==> src/hw/mmu_pkg.sv <==
// constants, register map and types for the address translation front end
// assumes a 25 MHz core clock and an AXI4-Lite master for configuration
package mmu_pkg;

    // translation buffer geometry
    localparam int TLB_ENTRIES = 8;
    localparam int IDX_W       = 3;

    // address widths
    localparam int VA_W        = 64;
    localparam int PA_W        = 36;
    localparam int PA_NARROW_W = 32;
    localparam int NARROW_VA_W = 32;
    localparam int USEG_TOP    = 40;
    localparam int TAG_W       = 8;
    localparam int PGN_W       = 28;
    localparam int PFN_W       = 24;
    localparam int ATTR_W      = 3;
    localparam int OFS_SMALL   = 12;
    localparam int OFS_LARGE   = 24;

    // privilege field encodings
    localparam logic [1:0] PRIV_KERN = 2'h0;
    localparam logic [1:0] PRIV_SUP  = 2'h1;
    localparam logic [1:0] PRIV_USER = 2'h2;

    // register byte offsets
    localparam int         BUS_AW        = 8;
    localparam logic [7:0] ADDR_CTRL     = 8'h00;
    localparam logic [7:0] ADDR_ENTRY_HI = 8'h04;
    localparam logic [7:0] ADDR_TLB_PGN  = 8'h08;
    localparam logic [7:0] ADDR_TLB_PFN  = 8'h0C;
    localparam logic [7:0] ADDR_TLB_CMD  = 8'h10;
    localparam logic [7:0] ADDR_IRQ_STAT = 8'h14;
    localparam logic [7:0] ADDR_IRQ_MASK = 8'h18;
    localparam logic [7:0] ADDR_FAULT_LO = 8'h1C;
    localparam logic [7:0] ADDR_FAULT_HI = 8'h20;
    localparam logic [7:0] ADDR_MODE     = 8'h24;

    // control register fields
    localparam int CTRL_PRIV_LSB = 0;
    localparam int CTRL_EXC_LVL  = 2;
    localparam int CTRL_ERR_LVL  = 3;
    localparam int CTRL_U_WIDE   = 4;
    localparam int CTRL_S_WIDE   = 5;
    localparam int CTRL_K_WIDE   = 6;
    localparam int CTRL_BUS_WIDE = 7;
    localparam int CTRL_W        = 8;

    // staged entry fields
    localparam int PGNR_LARGE  = 28;
    localparam int PGNR_GLOBAL = 29;
    localparam int PGNR_VALID  = 30;
    localparam int PFNR_ATTR   = 24;

    // interrupt bits
    localparam int IRQ_MISS     = 0;
    localparam int IRQ_ADDR_ERR = 1;
    localparam int IRQ_W        = 2;

    // reset values
    localparam logic [CTRL_W-1:0] CTRL_RESET = 8'h00;
    localparam logic [TAG_W-1:0]  TAG_RESET  = 8'h00;
    localparam logic [31:0]       WORD_RESET = 32'h0000_0000;
    localparam logic [IRQ_W-1:0]  IRQ_RESET  = 2'h0;

    // bus responses
    localparam logic [1:0] RESP_OKAY   = 2'h0;
    localparam logic [1:0] RESP_SLVERR = 2'h2;

    typedef enum logic [2:0] {
        MODE_USER = 3'b001,
        MODE_SUP  = 3'b010,
        MODE_KERN = 3'b100
    } mode_t;

endpackage

==> src/hw/tlb_entry_match.sv <==
// compare of one translation buffer entry against the current page number
// assumes the page number is already narrowed to the active address width
`timescale 1ns/10ps
module tlb_entry_match
    import mmu_pkg::*;
(
    // stored entry
    input  wire logic              entry_valid,
    input  wire logic              entry_large,
    input  wire logic              entry_global,
    input  wire logic [PGN_W-1:0]  entry_pgn,
    input  wire logic [TAG_W-1:0]  entry_tag,
    // current reference
    input  wire logic [PGN_W-1:0]  addr_pgn,
    input  wire logic [TAG_W-1:0]  cur_tag,
    // result
    output logic                   hit
);

    logic pgn_eq;
    logic tag_ok;

    // large pages ignore the low page-number bits, which sit in the offset
    always_comb begin
        if (entry_large) begin
            pgn_eq = entry_pgn[PGN_W-1:OFS_LARGE-OFS_SMALL] == addr_pgn[PGN_W-1:OFS_LARGE-OFS_SMALL];
        end else begin
            pgn_eq = entry_pgn == addr_pgn;
        end
        tag_ok = entry_global || (entry_tag == cur_tag);
        hit    = entry_valid && pgn_eq && tag_ok;
    end

endmodule

==> src/hw/mmu_address_translation.sv <==
// user segment address check and translation buffer lookup with AXI4-Lite setup
// assumes one request per cycle from the pipeline and a single core clock
//
// Local design decisions: the register offsets and the AXI4-Lite interface to the registers.
`timescale 1ns/10ps
module mmu_address_translation
    import mmu_pkg::*;
(
    // clock and reset
    input  wire logic              clk,
    input  wire logic              rstn,
    // write address, data and response channels
    input  wire logic [BUS_AW-1:0] s_axi_awaddr,
    input  wire logic              s_axi_awvalid,
    output logic                   s_axi_awready,
    input  wire logic [31:0]       s_axi_wdata,
    input  wire logic [3:0]        s_axi_wstrb,
    input  wire logic              s_axi_wvalid,
    output logic                   s_axi_wready,
    output logic [1:0]             s_axi_bresp,
    output logic                   s_axi_bvalid,
    input  wire logic              s_axi_bready,
    // read channels
    input  wire logic [BUS_AW-1:0] s_axi_araddr,
    input  wire logic              s_axi_arvalid,
    output logic                   s_axi_arready,
    output logic [31:0]            s_axi_rdata,
    output logic [1:0]             s_axi_rresp,
    output logic                   s_axi_rvalid,
    input  wire logic              s_axi_rready,
    // pipeline request
    input  wire logic              req_valid,
    input  wire logic [VA_W-1:0]   req_vaddr,
    // translated result
    output logic                   rsp_valid_q,
    output logic [PA_W-1:0]        rsp_paddr_q,
    output logic [ATTR_W-1:0]      rsp_attr_q,
    output logic                   rsp_miss_q,
    output logic                   rsp_addr_err_q,
    output logic                   rsp_other_seg_q,
    output logic                   rsp_wide_refill_q,
    // interrupt
    output logic                   irq_q
);

    // bus state
    logic              aw_held_q, w_held_q, awready_q, wready_q, bvalid_q, arready_q, rvalid_q;
    logic [BUS_AW-1:0] aw_addr_q;
    logic [31:0]       w_data_q, rdata_q;
    logic [3:0]        w_strb_q;
    logic [1:0]        bresp_q, rresp_q;
    logic              aw_take, w_take, wr_fire, ar_take;
    logic [31:0]       wmask;

    // configuration and staged entry
    logic [CTRL_W-1:0] ctrl_q;
    logic [TAG_W-1:0]  tag_q;
    logic [31:0]       stage_pgn_q, stage_pfn_q;
    logic [IDX_W-1:0]  last_idx_q;
    logic [IRQ_W-1:0]  irq_stat_q, irq_mask_q, irq_set, irq_clr;
    logic [VA_W-1:0]   fault_q;

    // translation buffer storage
    logic              ent_valid_q  [TLB_ENTRIES];
    logic              ent_large_q  [TLB_ENTRIES];
    logic              ent_global_q [TLB_ENTRIES];
    logic [PGN_W-1:0]  ent_pgn_q    [TLB_ENTRIES];
    logic [TAG_W-1:0]  ent_tag_q    [TLB_ENTRIES];
    logic [PFN_W-1:0]  ent_pfn_q    [TLB_ENTRIES];
    logic [ATTR_W-1:0] ent_attr_q   [TLB_ENTRIES];
    logic [TLB_ENTRIES-1:0] hit_vec;

    // translation datapath
    mode_t             mode;
    logic              wide_addr, sext_ok, in_useg, addr_err, lookup_en, other_seg, hit_any, miss;
    logic [IDX_W-1:0]  hit_idx;
    logic [PGN_W-1:0]  addr_pgn;
    logic [PA_W-1:0]   paddr_full;

    assign s_axi_awready = awready_q;
    assign s_axi_wready  = wready_q;
    assign s_axi_bvalid  = bvalid_q;
    assign s_axi_bresp   = bresp_q;
    assign s_axi_arready = arready_q;
    assign s_axi_rvalid  = rvalid_q;
    assign s_axi_rdata   = rdata_q;
    assign s_axi_rresp   = rresp_q;

    // address and data are held separately so either may arrive first
    assign aw_take = s_axi_awvalid && awready_q;
    assign w_take  = s_axi_wvalid && wready_q;
    assign wr_fire = aw_held_q && w_held_q && !bvalid_q;
    assign wmask   = {{8{w_strb_q[3]}}, {8{w_strb_q[2]}}, {8{w_strb_q[1]}}, {8{w_strb_q[0]}}};

    function automatic logic is_mapped(input logic [BUS_AW-1:0] a);
        is_mapped = (a == ADDR_CTRL) || (a == ADDR_ENTRY_HI) || (a == ADDR_TLB_PGN) || (a == ADDR_TLB_PFN)
                 || (a == ADDR_TLB_CMD) || (a == ADDR_IRQ_STAT) || (a == ADDR_IRQ_MASK) || (a == ADDR_FAULT_LO)
                 || (a == ADDR_FAULT_HI) || (a == ADDR_MODE);
    endfunction

    // write channel handshake
    always_ff @(posedge clk) begin
        if (!rstn) begin
            aw_held_q <= 1'b0;
            w_held_q  <= 1'b0;
            awready_q <= 1'b0;
            wready_q  <= 1'b0;
            bvalid_q  <= 1'b0;
            bresp_q   <= RESP_OKAY;
            aw_addr_q <= '0;
            w_data_q  <= WORD_RESET;
            w_strb_q  <= 4'h0;
        end else begin
            if (aw_take) begin
                aw_addr_q <= s_axi_awaddr;
            end
            if (w_take) begin
                w_data_q <= s_axi_wdata;
                w_strb_q <= s_axi_wstrb;
            end
            aw_held_q <= (aw_held_q || aw_take) && !wr_fire;
            w_held_q  <= (w_held_q || w_take) && !wr_fire;
            awready_q <= !((aw_held_q || aw_take) && !wr_fire);
            wready_q  <= !((w_held_q || w_take) && !wr_fire);
            if (wr_fire) begin
                bvalid_q <= 1'b1;
                bresp_q  <= is_mapped(aw_addr_q) ? RESP_OKAY : RESP_SLVERR;
            end else if (bvalid_q && s_axi_bready) begin
                bvalid_q <= 1'b0;
            end
        end
    end

    // configuration registers; a write of the command register commits the staged entry
    always_ff @(posedge clk) begin
        if (!rstn) begin
            ctrl_q      <= CTRL_RESET;
            tag_q       <= TAG_RESET;
            stage_pgn_q <= WORD_RESET;
            stage_pfn_q <= WORD_RESET;
            irq_mask_q  <= IRQ_RESET;
        end else if (wr_fire) begin
            unique case (aw_addr_q)
                ADDR_CTRL:     ctrl_q      <= (ctrl_q & ~wmask[CTRL_W-1:0]) | (w_data_q[CTRL_W-1:0] & wmask[CTRL_W-1:0]);
                ADDR_ENTRY_HI: tag_q       <= (tag_q & ~wmask[TAG_W-1:0]) | (w_data_q[TAG_W-1:0] & wmask[TAG_W-1:0]);
                ADDR_TLB_PGN:  stage_pgn_q <= (stage_pgn_q & ~wmask) | (w_data_q & wmask);
                ADDR_TLB_PFN:  stage_pfn_q <= (stage_pfn_q & ~wmask) | (w_data_q & wmask);
                ADDR_IRQ_MASK: irq_mask_q  <= (irq_mask_q & ~wmask[IRQ_W-1:0]) | (w_data_q[IRQ_W-1:0] & wmask[IRQ_W-1:0]);
                default: ;
            endcase
        end
    end

    // entry write takes the current space tag, so software sets the tag first
    always_ff @(posedge clk) begin
        if (!rstn) begin
            last_idx_q <= '0;
            for (int i = 0; i < TLB_ENTRIES; i++) begin
                ent_valid_q[i]  <= 1'b0;
                ent_large_q[i]  <= 1'b0;
                ent_global_q[i] <= 1'b0;
                ent_pgn_q[i]    <= '0;
                ent_tag_q[i]    <= '0;
                ent_pfn_q[i]    <= '0;
                ent_attr_q[i]   <= '0;
            end
        end else if (wr_fire && (aw_addr_q == ADDR_TLB_CMD) && w_strb_q[0]) begin
            last_idx_q                      <= w_data_q[IDX_W-1:0];
            ent_valid_q[w_data_q[IDX_W-1:0]]  <= stage_pgn_q[PGNR_VALID];
            ent_large_q[w_data_q[IDX_W-1:0]]  <= stage_pgn_q[PGNR_LARGE];
            ent_global_q[w_data_q[IDX_W-1:0]] <= stage_pgn_q[PGNR_GLOBAL];
            ent_pgn_q[w_data_q[IDX_W-1:0]]    <= stage_pgn_q[PGN_W-1:0];
            ent_tag_q[w_data_q[IDX_W-1:0]]    <= tag_q;
            ent_pfn_q[w_data_q[IDX_W-1:0]]    <= stage_pfn_q[PFN_W-1:0];
            ent_attr_q[w_data_q[IDX_W-1:0]]   <= stage_pfn_q[PFNR_ATTR+ATTR_W-1:PFNR_ATTR];
        end
    end

    // read channel; data is captured at the address handshake
    always_ff @(posedge clk) begin
        if (!rstn) begin
            rvalid_q  <= 1'b0;
            arready_q <= 1'b0;
            rdata_q   <= WORD_RESET;
            rresp_q   <= RESP_OKAY;
        end else if (ar_take) begin
            rvalid_q  <= 1'b1;
            arready_q <= 1'b0;
            rresp_q   <= is_mapped(s_axi_araddr) ? RESP_OKAY : RESP_SLVERR;
            unique case (s_axi_araddr)
                ADDR_CTRL:     rdata_q <= {24'h000000, ctrl_q};
                ADDR_ENTRY_HI: rdata_q <= {24'h000000, tag_q};
                ADDR_TLB_PGN:  rdata_q <= stage_pgn_q;
                ADDR_TLB_PFN:  rdata_q <= stage_pfn_q;
                ADDR_TLB_CMD:  rdata_q <= {29'h00000000, last_idx_q};
                ADDR_IRQ_STAT: rdata_q <= {30'h00000000, irq_stat_q};
                ADDR_IRQ_MASK: rdata_q <= {30'h00000000, irq_mask_q};
                ADDR_FAULT_LO: rdata_q <= fault_q[31:0];
                ADDR_FAULT_HI: rdata_q <= fault_q[63:32];
                ADDR_MODE:     rdata_q <= {28'h0000000, wide_addr, mode};
                default:       rdata_q <= WORD_RESET;
            endcase
        end else if (rvalid_q && s_axi_rready) begin
            rvalid_q  <= 1'b0;
            arready_q <= 1'b1;
        end else if (!rvalid_q) begin
            arready_q <= 1'b1;
        end
    end
    assign ar_take = s_axi_arvalid && arready_q;

    // privilege decode; the undefined field value 11 falls to kernel, the safe side
    always_comb begin
        if (ctrl_q[CTRL_EXC_LVL] || ctrl_q[CTRL_ERR_LVL] || (ctrl_q[CTRL_PRIV_LSB+1:CTRL_PRIV_LSB] == PRIV_KERN)) begin
            mode = MODE_KERN;
        end else if (ctrl_q[CTRL_PRIV_LSB+1:CTRL_PRIV_LSB] == PRIV_USER) begin
            mode = MODE_USER;
        end else if (ctrl_q[CTRL_PRIV_LSB+1:CTRL_PRIV_LSB] == PRIV_SUP) begin
            mode = MODE_SUP;
        end else begin
            mode = MODE_KERN;
        end
        unique case (mode)
            MODE_USER: wide_addr = ctrl_q[CTRL_U_WIDE];
            MODE_SUP:  wide_addr = ctrl_q[CTRL_S_WIDE];
            MODE_KERN: wide_addr = ctrl_q[CTRL_K_WIDE];
        endcase
    end

    // legality and segment check ahead of the lookup
    always_comb begin
        sext_ok = req_vaddr[VA_W-1:NARROW_VA_W] == {(VA_W-NARROW_VA_W){req_vaddr[NARROW_VA_W-1]}};
        if (wide_addr) begin
            in_useg  = req_vaddr[VA_W-1:USEG_TOP] == '0;
            addr_err = (mode == MODE_USER) && !in_useg;
            addr_pgn = req_vaddr[USEG_TOP-1:OFS_SMALL];
        end else begin
            in_useg  = !req_vaddr[NARROW_VA_W-1];
            addr_err = !sext_ok || ((mode == MODE_USER) && req_vaddr[NARROW_VA_W-1]);
            addr_pgn = {8'h00, req_vaddr[NARROW_VA_W-1:OFS_SMALL]};
        end
        // segments other than the user one are handed on untranslated
        other_seg = !addr_err && !in_useg;
        lookup_en = !addr_err && in_useg;
    end

    // one comparator per entry
    generate
        for (genvar g = 0; g < TLB_ENTRIES; g++) begin : g_match
            tlb_entry_match u_match (
                .entry_valid  (ent_valid_q[g]),
                .entry_large  (ent_large_q[g]),
                .entry_global (ent_global_q[g]),
                .entry_pgn    (ent_pgn_q[g]),
                .entry_tag    (ent_tag_q[g]),
                .addr_pgn     (addr_pgn),
                .cur_tag      (tag_q),
                .hit          (hit_vec[g])
            );
        end
    endgenerate

    // lowest index wins if software left duplicate entries behind
    always_comb begin
        hit_any = 1'b0;
        hit_idx = '0;
        for (int i = TLB_ENTRIES - 1; i >= 0; i--) begin
            if (hit_vec[i]) begin
                hit_any = 1'b1;
                hit_idx = IDX_W'(i);
            end
        end
        miss = lookup_en && !hit_any;
        if (ent_large_q[hit_idx]) begin
            paddr_full = {ent_pfn_q[hit_idx][PFN_W-1:OFS_LARGE-OFS_SMALL], req_vaddr[OFS_LARGE-1:0]};
        end else begin
            paddr_full = {ent_pfn_q[hit_idx], req_vaddr[OFS_SMALL-1:0]};
        end
        if (!ctrl_q[CTRL_BUS_WIDE]) begin
            paddr_full[PA_W-1:PA_NARROW_W] = '0;
        end
    end

    // result register, one cycle behind the request
    always_ff @(posedge clk) begin
        if (!rstn) begin
            rsp_valid_q       <= 1'b0;
            rsp_paddr_q       <= '0;
            rsp_attr_q        <= '0;
            rsp_miss_q        <= 1'b0;
            rsp_addr_err_q    <= 1'b0;
            rsp_other_seg_q   <= 1'b0;
            rsp_wide_refill_q <= 1'b0;
        end else begin
            rsp_valid_q <= req_valid;
            if (req_valid) begin
                rsp_paddr_q       <= (lookup_en && hit_any) ? paddr_full : '0;
                rsp_attr_q        <= (lookup_en && hit_any) ? ent_attr_q[hit_idx] : '0;
                rsp_miss_q        <= miss;
                rsp_addr_err_q    <= addr_err;
                rsp_other_seg_q   <= other_seg;
                rsp_wide_refill_q <= wide_addr;
            end
        end
    end

    // sticky status; a new event beats a same-cycle clear
    assign irq_set = req_valid ? {addr_err, miss} : 2'h0;
    assign irq_clr = (wr_fire && (aw_addr_q == ADDR_IRQ_STAT)) ? (w_data_q[IRQ_W-1:0] & wmask[IRQ_W-1:0]) : 2'h0;
    always_ff @(posedge clk) begin
        if (!rstn) begin
            irq_stat_q <= IRQ_RESET;
            irq_q      <= 1'b0;
        end else begin
            irq_stat_q <= (irq_stat_q & ~irq_clr) | irq_set;
            irq_q      <= |(irq_stat_q & irq_mask_q);
        end
    end

    // faulting address for the refill handler
    always_ff @(posedge clk) begin
        if (!rstn) begin
            fault_q <= '0;
        end else if (req_valid && (addr_err || miss)) begin
            fault_q <= req_vaddr;
        end
    end

    user_bit31_a: assert property (@(posedge clk) disable iff (!rstn)
        req_valid && mode == MODE_USER && !wide_addr && req_vaddr[31] |=> rsp_addr_err_q && !rsp_miss_q)
        else $error("narrow user reference above 2G not refused");
    wide_user_a: assert property (@(posedge clk) disable iff (!rstn)
        req_valid && mode == MODE_USER && wide_addr && (req_vaddr[63:40] != '0) |=> rsp_addr_err_q)
        else $error("wide user reference above 1T not refused");
    sign_ext_a: assert property (@(posedge clk) disable iff (!rstn)
        req_valid && !wide_addr && (req_vaddr[63:32] != {32{req_vaddr[31]}}) |=> rsp_addr_err_q)
        else $error("bad sign extension not refused");
    err_no_miss_a: assert property (@(posedge clk) disable iff (!rstn)
        rsp_addr_err_q |-> !rsp_miss_q && rsp_paddr_q == '0)
        else $error("address error also looked up");
    narrow_pa_a: assert property (@(posedge clk) disable iff (!rstn)
        rsp_valid_q && !$past(ctrl_q[CTRL_BUS_WIDE]) |-> rsp_paddr_q[35:32] == 4'h0)
        else $error("narrow bus address exceeds 32 bits");
    offset_pass_a: assert property (@(posedge clk) disable iff (!rstn)
        req_valid && lookup_en && hit_any |=> rsp_paddr_q[11:0] == $past(req_vaddr[11:0]) && !rsp_miss_q)
        else $error("page offset altered");
    refill_sel_a: assert property (@(posedge clk) disable iff (!rstn)
        req_valid && mode == MODE_USER |=> rsp_wide_refill_q == $past(ctrl_q[CTRL_U_WIDE]))
        else $error("user refill vector wrong");
    user_mode_a: assert property (@(posedge clk) disable iff (!rstn)
        ctrl_q[1:0] == 2'h2 && !ctrl_q[CTRL_EXC_LVL] && !ctrl_q[CTRL_ERR_LVL] |-> mode == MODE_USER)
        else $error("user mode not decoded");
    kern_mode_a: assert property (@(posedge clk) disable iff (!rstn)
        ctrl_q[1:0] == 2'h0 || ctrl_q[CTRL_EXC_LVL] || ctrl_q[CTRL_ERR_LVL] |-> mode == MODE_KERN)
        else $error("kernel mode not decoded");
    miss_flag_a: assert property (@(posedge clk) disable iff (!rstn)
        rsp_valid_q && rsp_miss_q |-> irq_stat_q[IRQ_MISS] ##1 (irq_q || !$past(irq_mask_q[IRQ_MISS])))
        else $error("miss not flagged");

endmodule

==> config.mk <==
export PLATFORM = sky130hd
export DESIGN_NAME = mmu_address_translation
export DESIGN_NICKNAME = d
export VERILOG_FILES = /design/src/hw/mmu_pkg.sv /design/src/hw/tlb_entry_match.sv /design/src/hw/mmu_address_translation.sv
export SDC_FILE = /design/constraint.sdc
export NUM_CORES = 2
export LEC_CHECK = 0
export ABC_AREA = 1
export ABC_CLOCK_PERIOD_IN_PS = 5100
export BUFFER_PORTS_ARGS = -buffer_cell sky130_fd_sc_hd__buf_2
export CAP_MARGIN = 25
export CORE_MARGIN = 2
export CORE_UTILIZATION = 40
export DETAILED_ROUTE_END_ITERATION = 6
export SYNTH_ARGS = -nofsm -noshare
export SYNTH_HDL_FRONTEND = slang
export SYNTH_HIERARCHICAL = 1
export SYNTH_SLANG_ARGS = --single-unit
==> constraint.sdc <==
create_clock -name clk -period 5.1 [get_ports clk]
set_input_delay 0.255 -clock clk [delete_from_list [all_inputs] [get_ports clk]]
set_output_delay 0.255 -clock clk [all_outputs]
set_load 0.1 [all_outputs]
==> flow_metrics.env <==
export IMPL_die_x_um=305
export IMPL_hold_start="s_axi_wstrb[0]"
export IMPL_holdWs_ns=0.0438
export IMPL_initial_core_util_pct=40.3
export IMPL_rrSetupSlack_ns=0.42
export IMPL_synth_edf_count=504
export IMPL_rsz0062_at_grt="no"
export IMPL_via_count=29300
export IMPL_ys_seq_area_share_pct=58.8
export IMPL_vdd_ir_drop_worst_mv=0.215
export IMPL_synth_main_ff_cell="edfxtp_1"
export IMPL_cts_buffers_inserted=85
export IMPL_slew_headroom_pct=24.9
export IMPL_required_ns=5.67
export IMPL_leakage_nw=16.0
export IMPL_slowest_stage="nor2_1"
export IMPL_final_core_util_pct=47.2
export IMPL_tightest_slew_ns=1.13
export IMPL_drive_above_1_share_pct=10.1
export IMPL_drc=0
export IMPL_nFillCells=8594
export IMPL_grt_first_pass_wirelength_um=176000
export IMPL_worst_r2r_endpoint="rsp_paddr_q[22]$_SDFFE_PN0P_"
export IMPL_async_flop_share_pct=0
export IMPL_core_area_mm2=0.0897
export IMPL_critPathMaxFanout=50
export IMPL_min_path_cells=3
export IMPL_timing_max_cap_violations=0
export IMPL_clock_fmax_ghz=0.214
export IMPL_rows=110
export IMPL_place_gp_congestion=0.881
export IMPL_syn_area_mm2=0.0361
export IMPL_routedWlPerCell_um=21.4
export IMPL_clkSinkCount=809
export IMPL_syn2layout_area_growth_pct=17.2
export IMPL_r2r_cells=29
export IMPL_antenna_found_initial=5
export IMPL_grt_pass1_vias=27600
export IMPL_grt_overflow_total=0
export IMPL_fp_dieH_um=305
export IMPL_grt_max_degree=119
export IMPL_fin_nets=4484
export IMPL_hold_viol=0
export IMPL_cts_tree="yes"
export IMPL_yosys_warnings=6
export IMPL_worst_slack_ns=0.419
export IMPL_post_cts_setup_buffer_count=0
export IMPL_status="complete, no violations"
export IMPL_setup_worst_path_end_class="flop"
export IMPL_vias_per_cell=5.24
export IMPL_power_density_mw_per_mm2=343
export IMPL_crit_type="flop to flop"
export IMPL_drt_pass1_iterations=5
export IMPL_drt_initial_drc_count=2953
export IMPL_h_tree_depth=3
export IMPL_root_buffer="clkbuf_16"
export IMPL_fin_crit_sh_pct=91.8
export IMPL_crit_top_cell="nand2_1"
export IMPL_clock_latency_ns=0.66
export IMPL_fin_tns_setup_ns=0
export IMPL_critical_path_arrival_ns=5.26
export IMPL_syn_inst=4106
export IMPL_ant_nets=0
export IMPL_grt_usage_pct=25.3
export IMPL_die_area_mm2=0.0928
export IMPL_total_power_w=0.0145
export IMPL_hpwlAfterDp_um=78000
export IMPL_slew_violations=0
export IMPL_numPortBuffers=207
export IMPL_synth_seq_cells=809
export IMPL_skew_ns=0.0272
export IMPL_clkTransAtPathRegs_ns=0.07
export IMPL_clockBufferDepth=3
export IMPL_place_ws_ns=0.466
export IMPL_routed_wl_um=120000
export IMPL_setup_viol=0
export IMPL_period_needed_ns=4.68
export IMPL_synth_cell_types=48
export IMPL_start_kind="flop"
export IMPL_critPathMaxStageDelay_ns=0.75
export IMPL_hold_class="input pin to flop"
export IMPL_min_to="w_strb_q[0]$_SDFFE_PN0P_"
export IMPL_io_pins=210
export IMPL_post_synth_cell_area_avg_um2=8.80
==> stage by stage <==
stage	cell area, um^2	std cells
2_1_floorplan	36100	4107
3_3_place_gp	38500	5353
3_5_place_dp	38500	5354
4_1_cts	42300	5601
5_1_grt	42400	5603
6_report	42400	5604
==> where the power goes <==
group          switching (W)  internal (W)  total (W)
clock network        0.00265       0.00380    0.00645
registers           0.000107       0.00713    0.00724
logic               0.000565      0.000280   0.000845
==> cells in the mapped netlist, drive strengths merged (2+ instances only) <==
library cell | n | share of area, %
a31oi | 3 | 0.052
xnor2 | 160 | 3.9
nor2 | 878 | 9.2
or2 | 2 | 0.042
xor2 | 24 | 0.58
dfxtp | 305 | 17
a21oi | 150 | 2.1
a221oi | 24 | 0.58
clkinv | 63 | 0.66
ha | 3 | 0.10
clkbuf | 124 | 1.3
o21bai | 8 | 0.17
nand3 | 311 | 4.3
o21ai | 274 | 3.8
nand4 | 6 | 0.10
inv | 293 | 3.0
o22ai | 49 | 0.85
nor3 | 19 | 0.43
buf | 75 | 1.2
a211oi | 7 | 0.15
nand2 | 813 | 8.5
edfxtp | 504 | 42
==> what timing repair did <==
item | 4_1_cts | 5_1_grt
hold endpoints to repair | 106 | 0
gates resized for setup | 0 | 0
hold buffers | 90 | 0
==> how the worst max path moves through the flow <==
stage,start,to,slack (ns)
2_1_floorplan,flop,rsp_paddr_q[21]$_SDFFE_PN0P_,1.27
3_3_place_gp,flop,rsp_paddr_q[15]$_SDFFE_PN0P_,0.63
3_5_place_dp,flop,rsp_paddr_q[22]$_SDFFE_PN0P_,0.47
4_1_cts,flop,rsp_paddr_q[22]$_SDFFE_PN0P_,0.46
5_1_grt,flop,rsp_paddr_q[17]$_SDFFE_PN0P_,0.004
6_report,flop,rsp_paddr_q[22]$_SDFFE_PN0P_,0.42
==> per-layer routing <==
metal	GRT usage, %	vias up	part of all wire, %
li1	-	13900	-
met1	34.3	14000	42
met4	8.93	2	3.2
met2	41.0	1235	46
met5	0	-	0.0092
met3	4.31	198	8.5
==> critical path, delay by kind of cell, from the launching register on <==
kind	cells	cell delay, ns
AND/OR/NAND/NOR	22	2.91
XOR/XNOR	1	0.19
buffers and inverters	4	0.71
AO/OA/AOI/OAI	1	0.14
adder cells (fa/ha/maj)	1	0.27
flip-flops	1	0.37
==> layout by cell type (no fill, tap or decap), types with 52 or more instances in the layout <==
| cell type | synthesis | final |
|---|---|---|
| nor2_1 | 874 | 872 |
| nand2_1 | 809 | 792 |
| edfxtp_1 | 504 | 504 |
| nand3_1 | 309 | 309 |
| dfxtp_1 | 305 | 305 |
| inv_1 | 286 | 285 |
| o21ai_0 | 212 | 212 |
| buf_2 | 36 | 206 |
| xnor2_1 | 160 | 160 |
| a21oi_1 | 150 | 150 |
| clkbuf_16 | 0 | 92 |
| dlygate4sd3_1 | 0 | 90 |
| clkinv_1 | 62 | 70 |
| o21ai_1 | 61 | 61 |
| buf_4 | 11 | 52 |
==> layout make-up <==
class | count | area (um^2) | area share (%)
Antenna cell | 1 | 2.50 | 0.00591
Timing Repair Buffer | 362 | 2620 | 6.18
Clock buffer | 129 | 2540 | 6.00
Multi-Input combinational cell | 2743 | 12800 | 30.3
Tap cell | 1176 | 1470 | 3.47
Inverter | 356 | 1340 | 3.16
Clock inverter | 28 | 338 | 0.797
Sequential cell | 809 | 21200 | 50.1
==> cells by family (layout without fill, tap and decap cells) <==
group | count (synthesis) | in the layout | synth area share, %
buffers and inverters | 555 | 875 | 6.18
flip-flops | 809 | 809 | 58.8
adder cells (fa/ha/maj) | 3 | 3 | 0.104
XOR/XNOR | 184 | 184 | 4.46
other | 1 | 3 | 0.0104
AND/OR/NAND/NOR | 2031 | 2031 | 22.6
AO/OA/AOI/OAI | 523 | 523 | 7.86
(Power assumes the default switching activity.)
